## src/pkg/ovc_pkg.sv

```systemverilog
// Function
// RL1: Right mixer attenuation bits 3 and 2: DAC inputs, 1 means -6dB.
// RL2: Right mixer attenuation bits 1 and 0: bypass inputs, 1 = -6dB, reset 0.
// RL3: With zero-cross gating on, a gain change waits for a zero crossing.
// RL4: With timeout enabled, a pending change applies after a long wait.
// RL5: Written gain codes are staged only; active gain moves on commit.
// RL6: Commit bit 7 in either headphone register updates both sides together. Code commits both at once; a gated side moves at its own crossing or timeout.
// RL7: Headphone bit 8 silences its side; resets unmuted.
// RL8: Headphone bit 6 enables zero-cross gating for its side; resets off.
// RL9: Gain code 0 is -57dB, 1dB per step, 57 is 0dB, 63 is +6dB.
// RL10: Both headphone gain codes reset to 10_1101.
// RL11: Each output has its own gating and independent volume and mute.
// RL12: Commit bit is a write-one strobe, reads 0, writing 0 does nothing.
package ovc_pkg;
    localparam int unsigned CLK_HZ = 50_000_000;
    localparam int unsigned ZERO_GATE_TIMEOUT_MS = 10;
    localparam int unsigned ZERO_GATE_TIMEOUT_CYCLES =
        (CLK_HZ / 1000) * ZERO_GATE_TIMEOUT_MS;

    localparam int unsigned ADR_W = 10;
    localparam int unsigned IDX_LSB = 2;
    localparam int unsigned DATA_W = 32;

    // Register indices; byte address is four times the index
    localparam logic [7:0] IDX_RSPK_ATTEN = 8'h37;
    localparam logic [7:0] IDX_PHONES_LEFT = 8'h39;
    localparam logic [7:0] IDX_PHONES_RIGHT = 8'h3A;
    localparam logic [7:0] IDX_TIMEOUT_CTRL = 8'h40;
    localparam logic [7:0] IDX_GAIN_STATUS = 8'h41;

    localparam int unsigned SILENCE_BIT = 8;
    localparam int unsigned COMMIT_BIT = 7;
    localparam int unsigned ZGATE_BIT = 6;
    localparam int unsigned GAIN_MSB = 5;
    localparam int unsigned ATTEN_MSB = 3;
    localparam int unsigned TIMEOUT_EN_BIT = 0;
    localparam int unsigned STAT_RIGHT_LSB = 8;
    localparam int unsigned STAT_LEFT_PEND_BIT = 16;
    localparam int unsigned STAT_RIGHT_PEND_BIT = 17;
    localparam int unsigned SIDES = 2;
    localparam int unsigned SIDE_LEFT = 0;
    localparam int unsigned SIDE_RIGHT = 1;

    typedef logic [GAIN_MSB:0] gain_code_t;

    localparam gain_code_t GAIN_CODE_RESET = 6'h2D;

    typedef struct packed {
        logic left_dac_to_rspk_atten;
        logic right_dac_to_rspk_atten;
        logic left_bypass_to_rspk_atten;
        logic right_bypass_to_rspk_atten;
    } rspk_atten_t;

    localparam rspk_atten_t RSPK_ATTEN_RESET = 4'h0;

    typedef struct packed {
        logic silence;
        logic zero_gate_en;
        gain_code_t gain_code;
    } phones_setting_t;

    localparam phones_setting_t PHONES_RESET = {1'b0, 1'b0, GAIN_CODE_RESET};

    typedef struct packed {
        logic silence;
        logic pending;
        gain_code_t active_gain;
    } phones_output_t;
endpackage : ovc_pkg

```

## src/zero_gate.sv

```systemverilog
`timescale 1ns/1ns
`default_nettype none
module zero_gate #(
    parameter int unsigned TIMEOUT_CYCLES = ovc_pkg::ZERO_GATE_TIMEOUT_CYCLES
) (
    input wire logic clk_i,
    input wire logic rst_i,
    input wire logic commit_i,
    input wire ovc_pkg::gain_code_t staged_i,
    input wire logic gate_en_i,
    input wire logic timeout_en_i,
    input wire logic sign_i,
    output logic pending_o,
    output ovc_pkg::gain_code_t active_o
);
    import ovc_pkg::*;

    localparam int unsigned CW = $clog2(TIMEOUT_CYCLES + 1);
    localparam logic [CW-1:0] LAST_COUNT = CW'(TIMEOUT_CYCLES - 1);
    localparam logic [CW-1:0] COUNT_ONE = CW'(1);

    typedef struct packed {
        logic sync_a;
        logic sync_b;
        logic sign_prev;
        logic pending;
        gain_code_t target;
        gain_code_t active;
        logic [CW-1:0] count;
    } zg_state_t;

    zg_state_t state_ff;
    zg_state_t nxt_state;
    logic crossing;
    logic timed_out;

    always_comb
    begin
        nxt_state = state_ff;
        nxt_state.sync_a = sign_i;
        nxt_state.sync_b = state_ff.sync_a;
        nxt_state.sign_prev = state_ff.sync_b;
        // Sign flip of the output signal marks a zero crossing
        crossing = state_ff.sync_b ^ state_ff.sign_prev; // RL3
        timed_out = timeout_en_i && (state_ff.count == LAST_COUNT); // RL4
        if (state_ff.pending)
        begin
            nxt_state.count = state_ff.count + COUNT_ONE;
            // Dropping the gate mid-wait must not strand the change
            if (crossing || timed_out || !gate_en_i) // RL3 RL4
            begin
                nxt_state.active = state_ff.target;
                nxt_state.pending = 1'b0;
            end
        end
        // A new commit outranks a crossing in the same cycle
        if (commit_i)
        begin
            nxt_state.count = '0;
            if (gate_en_i) // RL3 RL11
            begin
                nxt_state.target = staged_i;
                nxt_state.pending = 1'b1;
            end
            else
            begin
                nxt_state.active = staged_i; // RL5
                nxt_state.pending = 1'b0;
            end
        end
    end

    always_ff @(posedge clk_i)
    begin
        if (rst_i)
        begin
            state_ff <= '0;
            // Synchroniser runs on so release sees no false crossing
            state_ff.sync_a <= nxt_state.sync_a;
            state_ff.sync_b <= nxt_state.sync_b;
            state_ff.sign_prev <= nxt_state.sign_prev;
            state_ff.target <= GAIN_CODE_RESET;
            state_ff.active <= GAIN_CODE_RESET; // RL10
        end
        else
        begin
            state_ff <= nxt_state;
        end
    end

    assign pending_o = state_ff.pending;
    assign active_o = state_ff.active;
endmodule : zero_gate
`default_nettype wire

```

## src/output_volume_control_regs.sv

```systemverilog
`timescale 1ns/1ns
`default_nettype none
module output_volume_control_regs #(
    parameter int unsigned TIMEOUT_CYCLES = ovc_pkg::ZERO_GATE_TIMEOUT_CYCLES
) (
    input wire logic clk_i,
    input wire logic rst_i,
    input wire logic cyc_i,
    input wire logic stb_i,
    input wire logic we_i,
    input wire logic [ovc_pkg::ADR_W-1:0] adr_i,
    input wire logic [ovc_pkg::DATA_W-1:0] dat_i,
    input wire logic [3:0] sel_i,
    output logic [ovc_pkg::DATA_W-1:0] dat_o,
    output logic ack_o,
    input wire logic left_sign_i,
    input wire logic right_sign_i,
    output ovc_pkg::rspk_atten_t rspk_atten_o,
    output ovc_pkg::phones_output_t phones_left_o,
    output ovc_pkg::phones_output_t phones_right_o
);
    import ovc_pkg::*;

    typedef struct packed {
        logic ack;
        logic [DATA_W-1:0] rdata;
        rspk_atten_t atten;
        phones_setting_t left;
        phones_setting_t right;
        logic timeout_en;
        logic commit;
    } regs_t;

    regs_t state_ff;
    regs_t nxt_state;
    logic [7:0] idx;
    logic access;
    logic wr;
    gain_code_t active [SIDES];
    logic pending [SIDES];
    phones_setting_t cfg [SIDES];
    logic sign_in [SIDES];

    assign idx = adr_i[ADR_W-1:IDX_LSB];
    // One access per cycle; ack drops the cycle after it rose
    assign access = cyc_i && stb_i && !state_ff.ack;
    assign wr = access && we_i;

    function automatic phones_setting_t write_phones(
        input phones_setting_t cur,
        input logic [DATA_W-1:0] d,
        input logic [3:0] sel
    );
        phones_setting_t r;
        r = cur;
        if (sel[0])
        begin
            r.zero_gate_en = d[ZGATE_BIT]; // RL8
            r.gain_code = d[GAIN_MSB:0]; // RL5 RL9
        end
        if (sel[1])
        begin
            r.silence = d[SILENCE_BIT]; // RL7
        end
        return r;
    endfunction : write_phones

    function automatic logic [DATA_W-1:0] read_phones(
        input phones_setting_t s
    );
        logic [DATA_W-1:0] r;
        r = '0;
        r[SILENCE_BIT] = s.silence;
        r[ZGATE_BIT] = s.zero_gate_en;
        r[GAIN_MSB:0] = s.gain_code;
        // Commit bit is a strobe and always reads zero
        r[COMMIT_BIT] = 1'b0; // RL12
        return r;
    endfunction : read_phones

    always_comb
    begin
        nxt_state = state_ff;
        nxt_state.ack = access;
        nxt_state.commit = 1'b0;
        nxt_state.rdata = '0;
        if (wr)
        begin
            unique case (idx)
                IDX_RSPK_ATTEN:
                begin
                    if (sel_i[0])
                    begin
                        nxt_state.atten = dat_i[ATTEN_MSB:0]; // RL1 RL2
                    end
                end
                IDX_PHONES_LEFT:
                begin
                    nxt_state.left = write_phones(state_ff.left, dat_i, sel_i);
                end
                IDX_PHONES_RIGHT:
                begin
                    nxt_state.right = write_phones(state_ff.right, dat_i,
                        sel_i);
                end
                IDX_TIMEOUT_CTRL:
                begin
                    if (sel_i[0])
                    begin
                        nxt_state.timeout_en = dat_i[TIMEOUT_EN_BIT]; // RL4
                    end
                end
                default:
                begin
                    nxt_state.timeout_en = state_ff.timeout_en;
                end
            endcase
            // Either side's commit bit commits both gains; each moves when its own gate allows
            if (sel_i[0] && dat_i[COMMIT_BIT] &&
                (idx == IDX_PHONES_LEFT || idx == IDX_PHONES_RIGHT)) // RL6
            begin
                nxt_state.commit = 1'b1; // RL12
            end
        end
        else if (access)
        begin
            unique case (idx)
                IDX_RSPK_ATTEN:
                begin
                    nxt_state.rdata[ATTEN_MSB:0] = state_ff.atten;
                end
                IDX_PHONES_LEFT:
                begin
                    nxt_state.rdata = read_phones(state_ff.left);
                end
                IDX_PHONES_RIGHT:
                begin
                    nxt_state.rdata = read_phones(state_ff.right);
                end
                IDX_TIMEOUT_CTRL:
                begin
                    nxt_state.rdata[TIMEOUT_EN_BIT] = state_ff.timeout_en;
                end
                IDX_GAIN_STATUS:
                begin
                    nxt_state.rdata[GAIN_MSB:0] = active[SIDE_LEFT];
                    nxt_state.rdata[STAT_RIGHT_LSB+GAIN_MSB:STAT_RIGHT_LSB] =
                        active[SIDE_RIGHT];
                    nxt_state.rdata[STAT_LEFT_PEND_BIT] = pending[SIDE_LEFT];
                    nxt_state.rdata[STAT_RIGHT_PEND_BIT] =
                        pending[SIDE_RIGHT];
                end
                default:
                begin
                    // Unmapped reads answer with zero
                    nxt_state.rdata = '0;
                end
            endcase
        end
    end

    always_ff @(posedge clk_i)
    begin
        if (rst_i)
        begin
            state_ff <= '0;
            state_ff.atten <= RSPK_ATTEN_RESET; // RL2
            state_ff.left <= PHONES_RESET; // RL7 RL8 RL10
            state_ff.right <= PHONES_RESET; // RL10
        end
        else
        begin
            state_ff <= nxt_state;
        end
    end

    assign cfg[SIDE_LEFT] = state_ff.left;
    assign cfg[SIDE_RIGHT] = state_ff.right;
    assign sign_in[SIDE_LEFT] = left_sign_i;
    assign sign_in[SIDE_RIGHT] = right_sign_i;

    // Each side has its own gate, so one slow channel never holds the other
    generate
        for (genvar s = 0; s < SIDES; s++)
        begin : g_side
            zero_gate #(
                .TIMEOUT_CYCLES(TIMEOUT_CYCLES)
            ) u_gate (
                .clk_i(clk_i),
                .rst_i(rst_i),
                .commit_i(state_ff.commit), // RL6
                .staged_i(cfg[s].gain_code),
                .gate_en_i(cfg[s].zero_gate_en), // RL11
                .timeout_en_i(state_ff.timeout_en),
                .sign_i(sign_in[s]),
                .pending_o(pending[s]),
                .active_o(active[s])
            );
        end
    endgenerate

    assign dat_o = state_ff.rdata;
    assign ack_o = state_ff.ack;
    assign rspk_atten_o = state_ff.atten;
    assign phones_left_o = {state_ff.left.silence, pending[SIDE_LEFT],
        active[SIDE_LEFT]};
    assign phones_right_o = {state_ff.right.silence, pending[SIDE_RIGHT],
        active[SIDE_RIGHT]};
endmodule : output_volume_control_regs
`default_nettype wire

```

## config.mk

```make
export PLATFORM = sky130hd
export DESIGN_NAME = output_volume_control_regs
export DESIGN_NICKNAME = d
export VERILOG_FILES = /design/src/pkg/ovc_pkg.sv /design/src/zero_gate.sv /design/src/output_volume_control_regs.sv
export SDC_FILE = /design/constraint.sdc
export NUM_CORES = 1
export LEC_CHECK = 0
export ABC_CLOCK_PERIOD_IN_PS = 2000
export BUFFER_PORTS_ARGS = -buffer_cell sky130_fd_sc_hd__buf_2
export CAP_MARGIN = 20
export CORE_ASPECT_RATIO = 1.75
export CORE_MARGIN = 5
export CORE_UTILIZATION = 55
export DETAILED_ROUTE_END_ITERATION = 7
export PLACE_DENSITY = 0.9
export SYNTH_ARGS = -nofsm -noshare
export SYNTH_HDL_FRONTEND = slang
export SYNTH_HIERARCHICAL = 1
export SYNTH_SLANG_ARGS = --single-unit
```

## constraint.sdc

```tcl
create_clock -name clk_i -period 2 [get_ports clk_i]
set_input_delay 0.5 -clock clk_i [delete_from_list [all_inputs] [get_ports clk_i]]
set_output_delay 0.5 -clock clk_i [all_outputs]
set_load 0.02 [all_outputs]
```

==> summary.md <==
| Metric | Value |
|---|---|
| DRC | `0` |
| DRT Pass-1 Iters | `5` |
| Initial Util | `55.5%` |
| Pin count of the biggest net entering global routing | `62` |
| End point of the critical path | `g_side[0].u_gate/active_o[4]` |
| Avg Synthesized Cell Area | `9.14 um^2` |
| Detail-routed net length per standard cell | `16.3 um` |
| Hold Startpoint | `right_sign_i` |
| Min-delay worst type | `input pin to flop` |
| Htree depth | `3` |
| Critical Path Max Stage Delay | `0.52 ns` |
| Sw frac | `21.9%` |
| Worst Setup Path Type | `flop to flop` |
| IO Port Bufs | `61` |
| Pwr/cell area | `758 mW/mm^2` |
| Drt initial violations | `225` |
| Slew headroom | `58.7%` |
| Flop pwr share | `51.0%` |
| Setup-failing EPs final | `3` |
| RR Startpoint | `g_side[0].u_gate/state_ff[10]` |
| GRT overflow | `0` |
| Critical-path cell list | `or4b_4 > nor4_4 > a31o_1 > buf_12 > mux2i_2 > a21oi_1` |
| Final min period | `2.04 ns` |
| FF-to-FF End | `g_side[0].u_gate/active_o[4]` |
| Area grow syn2layout | `12.0%` |
| Number of flops mapped to enable cells by yosys | `0` |
| RSZ-0062 raised after global routing | `true` |
| Register area share after synthesis | `43.4%` |
| FMAX | `0.491 GHz` |
| Switch Pwr | `926 uW` |
| Worst-Skew Late Latency | `0.36 ns` |
| TritonCTS clock tree | `built` |
| Layout cells sized above 1 | `23.6%` |
| Core area | `0.00898 mm^2` |
| Int Pwr | `3.31 mW` |
| Logic pwr share | `3.7%` |
| Share of the synthesized area in the top cell type | `43.4%` |
| Cell variety after synth | `52` |
| Die H | `136 um` |
| Core Rows | `46` |
| Tot GR Track Use | `20.5%` |
| MaxCap Viol Count | `0` |
| Required @ worst endpoint | `2.23 ns` |
| Ant diodes | `0` |
| First-pass GRT wire length | `17.6 mm` |
| Crit path DAT | `2.26 ns` |
| # hold bufs at CTS | `0` |
| Worst Tran Pin Value | `0.618 ns` |
| Post-route ant nets | `0` |
| I/O Pins | `106` |
| Status | `finished with violations` |
| # clock sinks | `108` |
| Layout fillers | `692` |
| Worst slack at placement | `0.0473 ns` |
| Synth area leader | `dfxtp_1` |
| Fin util | `62.2%` |
| Fin worst setup slack | `-0.0367 ns` |
| Top cells by count, synth | `108 x dfxtp_1, 56 x nor2_1, 50 x buf_4` |
| Clock buffer depth | `2` |
| Yosys Warn Count | `6` |
| Via count | `4,009` |
| Total Wirelength | `11.5 mm` |
| Reg2reg setup slack | `-0.04 ns` |
| Worst Setup SP | `g_side[0].u_gate/state_ff[10]` |
| DP Wirelength | `7.86 mm` |
| Root Driver | `clkbuf_16` |
| Clock power frac | `45.3%` |
| Main area contributors after synthesis | `dfxtp_1 43%, buf_4 7.5%, nor2_1 4.2%` |
| Worst Reg-to-Reg Cells | `6` |
| Final Skew | `0.00965 ns` |
| Leak Pwr | `2.09 nW` |
| Placed cells | `683` |
| Antenna violations before repair | `0` |
| Violated checks | `setup timing` |
| Die X-Extent | `81.9 um` |
| Final Non-Filler Cells | `705` |
| Synth Register Bits | `108` |
| Overall Power | `4.23 mW` |
| Vias in the first global route | `3,850` |
| Peak VDD IR | `0.601 mV` |
| Levels on crit path | `6` |
| Clock transition at path regs | `0.07 ns` |
| Slowest cell on the critical path | `or4b_4` |
| Setup crit end kind | `flop` |
| Post-route clock period utilization | `102%` |
| Count leader, synth | `dfxtp_1` |
| Final nets | `635` |
| Setup_tns | `-0.0761 ns` |
| CP delay by family, top | `simple AND/OR/NAND/NOR gates` |
| Synth async-reset ratio | `0%` |
| Hold Vio Cnt, Final | `0` |
| Routability cong. | `0.894` |
| Die ar. | `0.0111 mm^2` |
| Slew Limit Fails | `0` |
| CP Buf/Inv Count | `1` |
| Synthesized area | `0.00498 mm^2` |
| Vias/cell | `5.69` |
| CP startpoint kind | `flop` |
| CP max FO | `6` |
| Synthesized instance count | `545` |
| Post-synth top flop | `dfxtp_1` |
| CTS Buf Count | `9` |
[power by group through the flow]
stage	Clock (mW)	Sequential, mW	Combinational (mW)
after floorplan	0	2.21	0.119
final	1.92	2.16	0.157
after CTS	1.93	2.16	0.154
after detailed placement	0	2.21	0.153
after global routing	2.04	2.16	0.169
after global placement	0	2.21	0.149
[cell families (layout without fill, tap and decap cells)]
logic type	after synthesis	count (layout)	synth area share, %
compound gates	59	59	8.74
fa+ha+maj	2	2	0.502
buf+inv	85	109	10.6
other cells	1	17	0.0753
xor+xnor	36	36	6.33
flops	108	108	43.4
mux	19	19	3.84
simple gates	235	235	26.6
[per-layer routing]
layer  up-vias  share of wire (%)  global-route usage (%)
met5         -                  0                       0
met4         0                5.6                    14.5
met2       169                 55                    38.0
met1      1893                 33                    18.5
met3        43                6.2                    5.04
li1       1904                  -                       -
[timing repair]
action                                  in CTS  in global routing
endpoints found under the hold margin        0                  0
resized for setup                            0                  9
endpoints found under the setup margin       0                  2
setup buffers                                0                  6
[layout make-up]
| cell class | count | area, um^2 | area share, % |
|---|---|---|---|
| clock inverter | 7 | 97.6 | 1.75 |
| clock buffer | 9 | 225 | 4.04 |
| timing repair buffer | 86 | 543 | 9.73 |
| inverter | 7 | 26.3 | 0.471 |
| multi-input combinational | 368 | 2370 | 42.5 |
| sequential | 108 | 2170 | 38.9 |
| tap | 120 | 150 | 2.69 |
[metrics by stage]
stage	instance area (um^2)	hold WS, ns
3_5_place_dp	5190	0.313
4_1_cts	5510	0.238
3_3_place_gp	5190	0.313
2_1_floorplan	5040	0.310
5_1_grt	5580	0.235
6_report	5580	0.245
[cell usage in the layout, fill, tap and decap left out, types with 7 or more instances in the layout]
cell type	n
mux2i_1	17
nor4_1	13
inv_1	7
dfxtp_1	105
or2_2	8
clkbuf_16	9
and2_1	9
nand3_1	29
nand2_1	34
nor2_1	56
xnor2_1	22
a211oi_2	8
xor2_1	14
nand4_1	8
buf_4	21
buf_2	61
nor3_1	29
nor2b_1	8
a21oi_1	19
conb_1	17
a22oi_1	9
[worst min path at each step]
stage / end / cells after the start / slack (ns)
6_report: g_side[1].u_gate/nxt_state[33] / 1 / 0.24
5_1_grt: g_side[1].u_gate/nxt_state[33] / 1 / 0.23
4_1_cts: g_side[1].u_gate/nxt_state[33] / 1 / 0.24
3_5_place_dp: g_side[1].u_gate/nxt_state[32] / 0 / 0.31
3_3_place_gp: g_side[0].u_gate/nxt_state[32] / 0 / 0.31
2_1_floorplan: g_side[0].u_gate/nxt_state[32] / 0 / 0.31
[registers in the layout (all words and copies together), names as in the netlist]
signal and count:
phones_right_o 1, g_side.u_gate/nxt_state 4, state_ff 2, rspk_atten_o 4, ack_o 1, dat_o 15, g_side.u_gate/state_ff 52, phones_left_o 1
cfg 14, g_side.u_gate/pending_o 2, g_side.u_gate/active_o 12
No activity file was read; power rests on OpenSTA's default activity.
